## config.mk

```make
export PLATFORM = sky130hd
export DESIGN_NAME = ebi_port
export DESIGN_NICKNAME = d
export VERILOG_FILES = /design/src/common/ebi_pkg.sv /design/src/design/ebi_port.sv /design/src/design/ebi_sync.sv
export SDC_FILE = /design/constraint.sdc
export NUM_CORES = 1
export LEC_CHECK = 0
export BUFFER_PORTS_ARGS = -buffer_cell sky130_fd_sc_hd__buf_4
export CAP_MARGIN = 20
export CORE_MARGIN = 4
export CORE_UTILIZATION = 49
export DETAILED_ROUTE_END_ITERATION = 7
export PLACE_DENSITY = 0.74
export SLEW_MARGIN = 20
export SYNTH_ARGS = -nofsm -noshare
export SYNTH_HDL_FRONTEND = slang
export SYNTH_SLANG_ARGS = --single-unit
```

## constraint.sdc

```tcl
create_clock -name core_clk_in -period 3.3 [get_ports core_clk_in]
set_clock_uncertainty 0.05 [all_clocks]
set_input_delay 0.66 -clock core_clk_in [delete_from_list [all_inputs] [get_ports core_clk_in]]
set_output_delay 0.66 -clock core_clk_in [all_outputs]
set_load 0.02 [all_outputs]
```

## src/common/ebi_pkg.sv

```systemverilog
`default_nettype none
package ebi_pkg;
  localparam int ADDR_W = 24;
  localparam int DATA_W = 16;
  localparam int OPND_W = 32;

  // Half-clock phases of one bus cycle; even phases have the bus clock high
  localparam logic [2:0] PH_S0 = 3'h0;
  localparam logic [2:0] PH_S1 = 3'h1;
  localparam logic [2:0] PH_S2 = 3'h2;
  localparam logic [2:0] PH_S3 = 3'h3;
  localparam logic [2:0] PH_S4 = 3'h4;
  localparam logic [2:0] PH_S5 = 3'h5;

  // Operand size and size-output codes: bytes still to move, 4 coded as 0
  localparam logic [1:0] SZ_LONG = 2'h0;
  localparam logic [1:0] SZ_BYTE = 2'h1;
  localparam logic [1:0] SZ_WORD = 2'h2;

  // Acknowledge codes, active low: bit 1 alone = 16-bit port, bit 0 alone = 8-bit
  localparam logic [1:0] ACK_NONE = 2'h3;
  localparam logic [1:0] ACK_P8   = 2'h2;

  // Bus monitor: longest time-out in bus clocks, counted in half-clock steps
  localparam int         MON_MAX_CLK  = 64;
  localparam logic [7:0] MON_MAX_HALF = 8'(MON_MAX_CLK * 2);

  localparam logic [15:0] RST_DATA = 16'h0000;
  localparam logic [23:0] RST_ADDR = 24'h000000;

  typedef enum logic [2:0] {
    EBI_IDLE  = 3'b001,
    EBI_CYCLE = 3'b010,
    EBI_YIELD = 3'b100
  } ebi_state_t;

  typedef struct packed {
    logic [ADDR_W-1:0] addr;
    logic [1:0]        size;
    logic              read;
    logic [2:0]        space;
    logic [OPND_W-1:0] wdata;
  } ebi_req_t;

  typedef struct packed {
    logic [OPND_W-1:0] rdata;
    logic              fault;
  } ebi_rsp_t;
endpackage
`default_nettype wire

```

## src/design/ebi_port.sv

```systemverilog
`default_nettype none
module ebi_port (
  input  wire logic              core_clk_in,
  input  wire logic              rstn_in,
  input  wire logic              req_valid_in,
  input  wire ebi_pkg::ebi_req_t req_in,
  output logic                   req_ready_out,
  output logic                   done_out,
  output ebi_pkg::ebi_rsp_t      rsp_out,
  input  wire logic [1:0]        monitor_sel_in,
  input  wire logic              single_chip_in,
  input  wire logic              partial_in,
  input  wire logic [1:0]        port_width_ack_n_in,
  input  wire logic              bus_fault_n_in,
  input  wire logic [15:0]       data_in,
  input  wire logic              bus_req_n_in,
  input  wire logic              bus_grant_ack_n_in,
  output logic [23:0]            addr_out,
  output logic [15:0]            data_out,
  output logic                   data_oe_n_out,
  output logic                   bus_oe_n_out,
  output logic                   addr_strobe_n_out,
  output logic                   data_strobe_n_out,
  output logic                   rw_out,
  output logic [1:0]             siz_out,
  output logic [2:0]             space_code_out,
  output logic                   sys_clock_out,
  output logic                   bus_grant_n_out
);
  localparam int SW = 23;

  logic [SW-1:0]       sync_s;
  logic [1:0]          ack_s;
  logic                fault_s;
  logic [15:0]         din_s;
  logic                breq_s;
  logic                bgack_s;
  logic                single_s;
  logic                partial_s;

  ebi_pkg::ebi_state_t st_q;
  ebi_pkg::ebi_state_t st_d;
  logic [2:0]          ph_q;
  logic [2:0]          ph_d;
  logic [2:0]          rem_q;
  logic [23:0]         addr_q;
  logic [31:0]         wbuf_q;
  logic [31:0]         rbuf_q;
  logic                rw_q;
  logic [2:0]          space_q;
  logic [1:0]          siz_q;
  logic [7:0]          mon_q;
  logic                fault_q;
  logic                as_n_q;
  logic                dstb_n_q;
  logic                doe_n_q;
  logic [15:0]         dout_q;
  logic                clk_q;
  logic                bg_n_q;
  logic                boe_n_q;
  logic                ready_q;
  logic                done_q;
  ebi_pkg::ebi_rsp_t   rsp_q;

  logic                take;
  logic                in_cyc;
  logic                ack_seen;
  logic                fault_seen;
  logic                tmo_seen;
  logic                term;
  logic                port16;
  logic [2:0]          mv;
  logic                last;

  function automatic logic [2:0] rem_of(input logic [1:0] sz);
    rem_of = (sz == ebi_pkg::SZ_LONG) ? 3'h4 : {1'b0, sz};
  endfunction

  function automatic logic [7:0] mon_limit(input logic [1:0] sel);
    mon_limit = ebi_pkg::MON_MAX_HALF >> sel;
  endfunction

  // Two bytes move only when aligned, at least two remain and the port is wide
  function automatic logic two_bytes(input logic wide, input logic a0,
                                     input logic [2:0] rem);
    two_bytes = wide && !a0 && (rem >= 3'h2);
  endfunction

  // Every pin input and strap except monitor_sel_in is resolved by two flops first
  ebi_sync #(
    .W       (SW),
    .RST_VAL ({2'h3, 1'b1, 16'h0000, 1'b1, 1'b1, 1'b0, 1'b0})
  ) u_sync (
    .core_clk_in (core_clk_in),
    .rstn_in     (rstn_in),
    .d_in        ({port_width_ack_n_in, bus_fault_n_in, data_in, bus_req_n_in,
                   bus_grant_ack_n_in, single_chip_in, partial_in}),
    .q_out       (sync_s)
  );

  assign {ack_s, fault_s, din_s, breq_s, bgack_s, single_s, partial_s} = sync_s;

  assign take      = req_valid_in && ready_q;
  assign in_cyc    = (st_q == ebi_pkg::EBI_CYCLE);
  assign ack_seen  = (ack_s != ebi_pkg::ACK_NONE);
  assign fault_seen = !fault_s;
  assign tmo_seen  = (mon_q >= mon_limit(monitor_sel_in));
  assign term      = in_cyc && (ph_q == ebi_pkg::PH_S4) && (ack_seen || fault_seen || tmo_seen);
  assign port16    = !partial_s && (ack_s != ebi_pkg::ACK_P8);
  assign mv        = two_bytes(port16, addr_q[0], rem_q) ? 3'h2 : 3'h1;
  assign last      = (rem_q == 3'h0) || fault_q;

  // Sequencer in half-clock steps; a cycle only starts when the bus clock rises
  always_comb begin
    st_d = st_q;
    ph_d = ph_q;
    unique case (st_q)
      ebi_pkg::EBI_IDLE: begin
        if (take && !single_s) begin
          st_d = ebi_pkg::EBI_CYCLE;
          ph_d = ebi_pkg::PH_S0;
        end else if (!take && !breq_s) begin
          st_d = ebi_pkg::EBI_YIELD;
        end
      end
      ebi_pkg::EBI_CYCLE: begin
        if (ph_q == ebi_pkg::PH_S4) begin
          ph_d = term ? ebi_pkg::PH_S5 : ebi_pkg::PH_S3;
        end else if (ph_q == ebi_pkg::PH_S5) begin
          ph_d = ebi_pkg::PH_S0;
          if (last) begin
            st_d = ebi_pkg::EBI_IDLE;
          end
        end else begin
          ph_d = ph_q + 3'h1;
        end
      end
      ebi_pkg::EBI_YIELD: begin
        if (breq_s && bgack_s) begin
          st_d = ebi_pkg::EBI_IDLE;
        end
      end
    endcase
  end

  always_ff @(posedge core_clk_in or negedge rstn_in) begin
    if (!rstn_in) begin
      st_q <= ebi_pkg::EBI_IDLE;
      ph_q <= ebi_pkg::PH_S0;
    end else begin
      st_q <= st_d;
      ph_q <= ph_d;
    end
  end

  // Bus clock is the core clock halved, so each phase is one core cycle
  always_ff @(posedge core_clk_in or negedge rstn_in) begin
    if (!rstn_in) begin
      clk_q <= 1'b0;
    end else begin
      clk_q <= !clk_q;
    end
  end

  // Ready only while the bus clock is low, so the next phase is S0 with it high
  always_ff @(posedge core_clk_in or negedge rstn_in) begin
    if (!rstn_in) begin
      ready_q <= 1'b0;
    end else begin
      ready_q <= (st_d == ebi_pkg::EBI_IDLE) && clk_q && !take;
    end
  end

  // Ownership: grant away only from idle, and release the pins while it lasts
  always_ff @(posedge core_clk_in or negedge rstn_in) begin
    if (!rstn_in) begin
      bg_n_q  <= 1'b1;
      boe_n_q <= 1'b1;
    end else begin
      bg_n_q  <= (st_d != ebi_pkg::EBI_YIELD);
      boe_n_q <= (st_d == ebi_pkg::EBI_YIELD) || single_s;
    end
  end

  // Cycle attributes: direction and space set only when an operand is taken
  always_ff @(posedge core_clk_in or negedge rstn_in) begin
    if (!rstn_in) begin
      rw_q    <= 1'b1;
      space_q <= 3'h0;
    end else if (take && !single_s) begin
      rw_q    <= req_in.read;
      space_q <= req_in.space;
    end
  end

  // Address and bytes left advance at termination; size outputs follow in S5 when bytes remain
  always_ff @(posedge core_clk_in or negedge rstn_in) begin
    if (!rstn_in) begin
      addr_q <= ebi_pkg::RST_ADDR;
      rem_q  <= 3'h0;
      siz_q  <= ebi_pkg::SZ_BYTE;
    end else if (take && !single_s) begin
      addr_q <= req_in.addr;
      rem_q  <= rem_of(req_in.size);
      siz_q  <= req_in.size;
    end else if (term) begin
      addr_q <= addr_q + {21'h000000, mv};
      rem_q  <= rem_q - mv;
    end else if (in_cyc && ph_q == ebi_pkg::PH_S5 && !last) begin
      siz_q  <= rem_q[1:0];
    end
  end

  // Write operand left-justified so the first byte is always on top
  always_ff @(posedge core_clk_in or negedge rstn_in) begin
    if (!rstn_in) begin
      wbuf_q <= 32'h00000000;
    end else if (take) begin
      wbuf_q <= req_in.wdata << {3'(3'h4 - rem_of(req_in.size)), 3'h0};
    end else if (term) begin
      wbuf_q <= wbuf_q << {mv, 3'h0};
    end
  end

  // Read bytes shift in at the falling edge ending S4, right-justified at the end
  always_ff @(posedge core_clk_in or negedge rstn_in) begin
    if (!rstn_in) begin
      rbuf_q <= 32'h00000000;
    end else if (take) begin
      rbuf_q <= 32'h00000000;
    end else if (term && rw_q && ack_seen) begin
      if (mv == 3'h2) begin
        rbuf_q <= {rbuf_q[15:0], din_s};
      end else if (port16 && addr_q[0]) begin
        rbuf_q <= {rbuf_q[23:0], din_s[7:0]};
      end else begin
        rbuf_q <= {rbuf_q[23:0], din_s[15:8]};
      end
    end
  end

  // Monitor runs from S0 of each cycle and cannot be turned off
  always_ff @(posedge core_clk_in or negedge rstn_in) begin
    if (!rstn_in) begin
      mon_q <= 8'h00;
    end else if (!in_cyc || ph_q == ebi_pkg::PH_S5) begin
      mon_q <= 8'h00;
    end else if (mon_q != 8'hff) begin
      mon_q <= mon_q + 8'h01;
    end
  end

  // A fault ends the whole operand, not just the current bus cycle
  always_ff @(posedge core_clk_in or negedge rstn_in) begin
    if (!rstn_in) begin
      fault_q <= 1'b0;
    end else if (take) begin
      fault_q <= 1'b0;
    end else if (term && (fault_seen || !ack_seen)) begin
      fault_q <= 1'b1;
    end
  end

  // Strobes: address strobe at S1, read data strobe with it, write one clock later
  always_ff @(posedge core_clk_in or negedge rstn_in) begin
    if (!rstn_in) begin
      as_n_q   <= 1'b1;
      dstb_n_q <= 1'b1;
    end else if (in_cyc) begin
      if (ph_d == ebi_pkg::PH_S1) begin
        as_n_q   <= 1'b0;
        dstb_n_q <= !rw_q;
      end else if (ph_d == ebi_pkg::PH_S3) begin
        dstb_n_q <= 1'b0;
      end else if (ph_d == ebi_pkg::PH_S5) begin
        as_n_q   <= 1'b1;
        dstb_n_q <= 1'b1;
      end
    end
  end

  // Write data from S2; a lone byte is copied to both lanes when the partial strap, an odd address or one byte left rules out two
  always_ff @(posedge core_clk_in or negedge rstn_in) begin
    if (!rstn_in) begin
      doe_n_q <= 1'b1;
      dout_q  <= ebi_pkg::RST_DATA;
    end else if (in_cyc && ph_d == ebi_pkg::PH_S2 && !rw_q) begin
      doe_n_q <= 1'b0;
      if (two_bytes(!partial_s, addr_q[0], rem_q)) begin
        dout_q <= wbuf_q[31:16];
      end else begin
        dout_q <= {wbuf_q[31:24], wbuf_q[31:24]};
      end
    end else if (in_cyc && ph_q == ebi_pkg::PH_S5) begin
      doe_n_q <= 1'b1;
    end
  end

  // Completion; a request in single-chip mode is answered at once with a fault
  always_ff @(posedge core_clk_in or negedge rstn_in) begin
    if (!rstn_in) begin
      done_q <= 1'b0;
      rsp_q  <= '0;
    end else if (take && single_s) begin
      done_q      <= 1'b1;
      rsp_q.rdata <= 32'h00000000;
      rsp_q.fault <= 1'b1;
    end else if (in_cyc && ph_q == ebi_pkg::PH_S5 && last) begin
      done_q      <= 1'b1;
      rsp_q.rdata <= rbuf_q;
      rsp_q.fault <= fault_q;
    end else begin
      done_q <= 1'b0;
    end
  end

  assign req_ready_out     = ready_q;
  assign done_out          = done_q;
  assign rsp_out           = rsp_q;
  assign addr_out          = addr_q;
  assign data_out          = dout_q;
  assign data_oe_n_out     = doe_n_q;
  assign bus_oe_n_out      = boe_n_q;
  assign addr_strobe_n_out = as_n_q;
  assign data_strobe_n_out = dstb_n_q;
  assign rw_out            = rw_q;
  assign siz_out           = siz_q;
  assign space_code_out    = space_q;
  assign sys_clock_out     = clk_q;
  assign bus_grant_n_out   = bg_n_q;

  property p_as_half;
    @(posedge core_clk_in) disable iff (!rstn_in)
    (in_cyc && ph_q == ebi_pkg::PH_S0) |=> !as_n_q && !clk_q;
  endproperty
  a_as_half: assert property (p_as_half) else $error("Address strobe not half clock late");

  property p_rd_dstb;
    @(posedge core_clk_in) disable iff (!rstn_in)
    ($fell(as_n_q) && rw_q) |-> !dstb_n_q;
  endproperty
  a_rd_dstb: assert property (p_rd_dstb) else $error("Read data strobe late");

  property p_wr_dstb;
    @(posedge core_clk_in) disable iff (!rstn_in)
    ($fell(as_n_q) && !rw_q) |-> dstb_n_q ##1 dstb_n_q ##1 !dstb_n_q;
  endproperty
  a_wr_dstb: assert property (p_wr_dstb) else $error("Write data strobe not one clock late");

  property p_wr_data;
    @(posedge core_clk_in) disable iff (!rstn_in)
    ($fell(as_n_q) && !rw_q) |-> doe_n_q ##1 !doe_n_q;
  endproperty
  a_wr_data: assert property (p_wr_data) else $error("Write data not half clock late");

  property p_rw_start;
    @(posedge core_clk_in) disable iff (!rstn_in)
    $changed(rw_q) |-> (in_cyc && ph_q == ebi_pkg::PH_S0);
  endproperty
  a_rw_start: assert property (p_rw_start) else $error("Direction changed mid cycle");

  property p_addr_hold;
    @(posedge core_clk_in) disable iff (!rstn_in)
    (!as_n_q && $past(!as_n_q)) |-> $stable(addr_q) && $stable(siz_q) && $stable(space_q);
  endproperty
  a_addr_hold: assert property (p_addr_hold) else $error("Address moved under strobe");

  property p_single;
    @(posedge core_clk_in) disable iff (!rstn_in)
    (take && single_s) |=> done_q && rsp_q.fault && as_n_q;
  endproperty
  a_single: assert property (p_single) else $error("Bus used in single-chip mode");

  property p_monitor;
    @(posedge core_clk_in) disable iff (!rstn_in)
    in_cyc |-> (mon_q <= ebi_pkg::MON_MAX_HALF + 8'h02);
  endproperty
  a_monitor: assert property (p_monitor) else $error("Bus monitor overran");

  property p_release;
    @(posedge core_clk_in) disable iff (!rstn_in)
    done_q |-> as_n_q && dstb_n_q && doe_n_q;
  endproperty
  a_release: assert property (p_release) else $error("Bus not released at end");

  property p_wait;
    @(posedge core_clk_in) disable iff (!rstn_in)
    (in_cyc && ph_q == ebi_pkg::PH_S4 && !term) |=> (ph_q == ebi_pkg::PH_S3) && !as_n_q;
  endproperty
  a_wait: assert property (p_wait) else $error("Wait state not whole clock");

  c_read:  cover property (@(posedge core_clk_in) done_q && !rsp_q.fault && rw_q);
  c_write: cover property (@(posedge core_clk_in) done_q && !rsp_q.fault && !rw_q);
  c_fault: cover property (@(posedge core_clk_in) done_q && rsp_q.fault && !single_s);
  c_yield: cover property (@(posedge core_clk_in) !bg_n_q);
endmodule
`default_nettype wire

```

## src/design/ebi_sync.sv

```systemverilog
`default_nettype none
// Two-stage synchroniser; only the second stage leaves the module
module ebi_sync #(
  parameter int         W       = 1,
  parameter logic [W-1:0] RST_VAL = '0
) (
  input  wire logic         core_clk_in,
  input  wire logic         rstn_in,
  input  wire logic [W-1:0] d_in,
  output logic      [W-1:0] q_out
);
  logic [W-1:0] meta_q;

  always_ff @(posedge core_clk_in or negedge rstn_in) begin
    if (!rstn_in) begin
      meta_q <= RST_VAL;
      q_out  <= RST_VAL;
    end else begin
      meta_q <= d_in;
      q_out  <= meta_q;
    end
  end
endmodule
`default_nettype wire

```

==> impl_metrics.toml <==
[run_status]
status = "finished, final reports clean"

[cells_and_area]
instances_no_fill = 1413
final_util_pct = 62.2
syn2layout_area_growth_pct = 23.4
drive_above_1_share_pct = 26.4
finalNetCount = 1232
nFillCells = 1691

[sta]
drv_slew = 0
setup_viol = 0
min_period_over_period_pct = 90.4
post-route-min-period_ns = 2.98
fmax_ghz = 0.335
worst_pin_slew_ns = 0.893
slew_headroom_pct = 40.3
rsz0062_at_grt = "no"
finalHoldViolations = 0
fin_tns_setup_ns = 0

[cts]
cts_buffer_depth = 3
clock_latency_ns = 0.50
ctsResizeCount = 0
cts_tree = "yes"
cts_sinks = 215
clockRootBuffer = "clkbuf_16"
clkTransAtPathRegs_ns = 0.06
htreeDepth = 1
hold_buffers = 0
cts_inserted_buffers = 23
cts_setup_buffers = 0

[die]
core_area_sq_um = 19700
rows = 51
dieHeight_um = 150
dieArea_sq_um = 22600
initial_core_util_pct = 50.4
pin_count = 177
die_w_um = 150

[routing]
drc = 0
wire_per_inst_um = 17.0
drt_iter0_drc = 590
drtAntennaViolNets = 0
drt-pass1-iter-count = 5
vias_per_cell = 5.55
dr_total_vias = 7849
drt_wl_total_um = 24100

[placed_design]
dp.cells = 1371
gp_congestion = 0.897
io_buffers = 176
dp_hpwl_um = 17000

[setup_path]
reg2reg_from = "u_sync.q_out[22]"
r2r_setup_slack_ns = 0.32
slowest_delay_ns = 0.54
worstSetupPathType = "reg2reg"
arrival_ns = 3.36
cp_data_required_time_ns = 3.68
worstRegToRegCells = 9
cpLargestDelayFamily = "simple AND/OR/NAND/NOR gates"
worst_setup_path_start_kind = "flip-flop"
end_kind = "flip-flop"
path_max_fanout = 19
path_cells = "nor2b_1 -> or4_2 -> buf_4 -> ha_1 -> a21o_1 -> nand2b_1 -> or3_1 -> or4_1 -> a31oi_1"
r2r-end = "addr_out[23]"
critPathBufInv = 1
slowest_stage = "dfstp_2"

[global_routing]
grt_pass1_vias = 7624
grt_pass1_wl_um = 39200
grt_overflow = 0
grt_max_degree = 67
antenna_found_initial = 0
grt_use_total_pct = 21.3

[power_and_ir_drop]
p_leak_nw = 5.60
finalPower_mw = 9.93
irDropWorstVdd_uv = 385
cellPowerDensity_nw_per_um2 = 813

[synthesis]
syn_inst = 967
synth_nets = 1068
synth_top_flop_cell = "dfrtp_1"
synth-edff-count = 0
ys_seq_elements = 215
synth_area_sq_um = 9900
syn_area_per_cell_sq_um = 10.2
ys_warn_count = 0
ys_types = 70
seq_area_frac_synth_pct = 54.5
ys_async_sr_fraction_pct = 100

[job]
cap_viol_max_count = 0

[worst_hold_path]
min_path_type = "in2async"
[worst register-to-register path, delay by kind of cell, from the launching register on]
kind                     cells  cell delay, ns
AO/OA/AOI/OAI                2            0.32
buffers and inverters        1            0.31
AND/OR/NAND/NOR              5            1.46
flip-flops                   1            0.54
adder cells (fa/ha/maj)      1            0.25
[layout make-up]
type / instances / area, sq um / share of cell area, %
antenna: 1 / 2.50 / 0.0205
clock buffer: 35 / 631 / 5.16
clock inverter: 6 / 66.3 / 0.543
inverter: 15 / 56.3 / 0.461
multi-input combinational: 676 / 4210 / 34.4
sequential: 215 / 5400 / 44.2
tap: 265 / 332 / 2.71
timing repair buffer: 200 / 1520 / 12.5
[placed cells by master, fill, tap and decap left out, types with 11 or more instances in the layout]
cell	count
buf_4	198
dfrtp_1	197
nand2_1	173
nor2_1	85
a21oi_1	65
mux2i_1	46
mux2_2	31
o21ai_0	30
a311oi_1	24
clkbuf_16	23
a31oi_1	19
dfstp_2	18
nor3_1	15
or3_1	15
inv_1	14
a211oi_1	13
clkbuf_1	11
[registers in the layout (all words and copies together) (netlist names), 2 cells and up]
register,count
addr_out,24
data_out,16
mon_q,8
ph_q,3
rbuf_q,32
rem_q,3
rsp_out,33
siz_out,2
space_code_out,3
st_q,3
u_sync.meta_q,23
u_sync.q_out,23
wbuf_q,32
[cell families after synthesis]
kind of cell | count (synthesis) | synth area share, %
AO/OA/AOI/OAI | 216 | 14.5
XOR/XNOR | 11 | 0.973
adder cells (fa/ha/maj) | 11 | 1.47
buffers and inverters | 76 | 3.12
flip-flops | 215 | 54.5
multiplexers | 85 | 9.08
AND/OR/NAND/NOR | 353 | 16.3
[metal layers]
layer  GRT usage (%)  up-vias  routed length, um
li1                -     3778                  -
met5               0        -                  0
met2            35.4      263              11700
met4            4.62        0                419
met3            3.79       40               1640
met1            29.4     3768              10300
[stage by stage]
stage / hold slack [ns] / cell area (sq um) / worst slack [ns]
2_1_floorplan: 0.281 / 9900 / 0.173
3_3_place_gp: 0.282 / 11500 / 0.385
3_5_place_dp: 0.285 / 11500 / 0.330
4_1_cts: 0.0488 / 12200 / 0.326
6_report: 0.0292 / 12200 / 0.316
5_1_grt: 0.0669 / 12200 / 0.121
[how the worst max path moves through the flow]
stage / to / start / slack (ns) / cells after the start
4_1_cts: addr_out[23] / u_sync.q_out[22] / 0.33 / 9
2_1_floorplan: addr_out[23] / u_sync.q_out[22] / 0.17 / 12
5_1_grt: addr_out[23] / u_sync.q_out[22] / 0.12 / 9
3_3_place_gp: addr_out[23] / u_sync.q_out[22] / 0.38 / 9
6_report: addr_out[23] / u_sync.q_out[22] / 0.32 / 9
3_5_place_dp: addr_out[23] / u_sync.q_out[22] / 0.33 / 9
[cell usage after synthesis, types with 9 or more instances]
library cell	number	area, sq um
inv_1	14	52.6
dfstp_2	18	473
nor3_1	15	75.1
a211oi_1	13	97.6
clkbuf_1	35	131
mux2_2	31	349
a31oi_1	19	119
dfrtp_1	197	4930
buf_1	9	33.8
nand3_1	10	50.1
a311oi_1	24	210
mux2i_1	46	460
or3_1	15	93.8
a21oi_1	65	325
o21ai_0	30	150
a22o_1	9	78.8
nor2_1	85	319
nand2_1	173	649
buf_2	16	80.1
ha_1	10	125
o31ai_1	10	75.1
[where the power goes]
| part | switching [mW] | internal, mW | total (mW) |
|---|---|---|---|
| Combinational | 1.69 | 1.50 | 3.19 |
| Clock | 1.00 | 1.40 | 2.40 |
| Sequential | 0.815 | 3.52 | 4.34 |
Power figures use the tool's default switching activity.
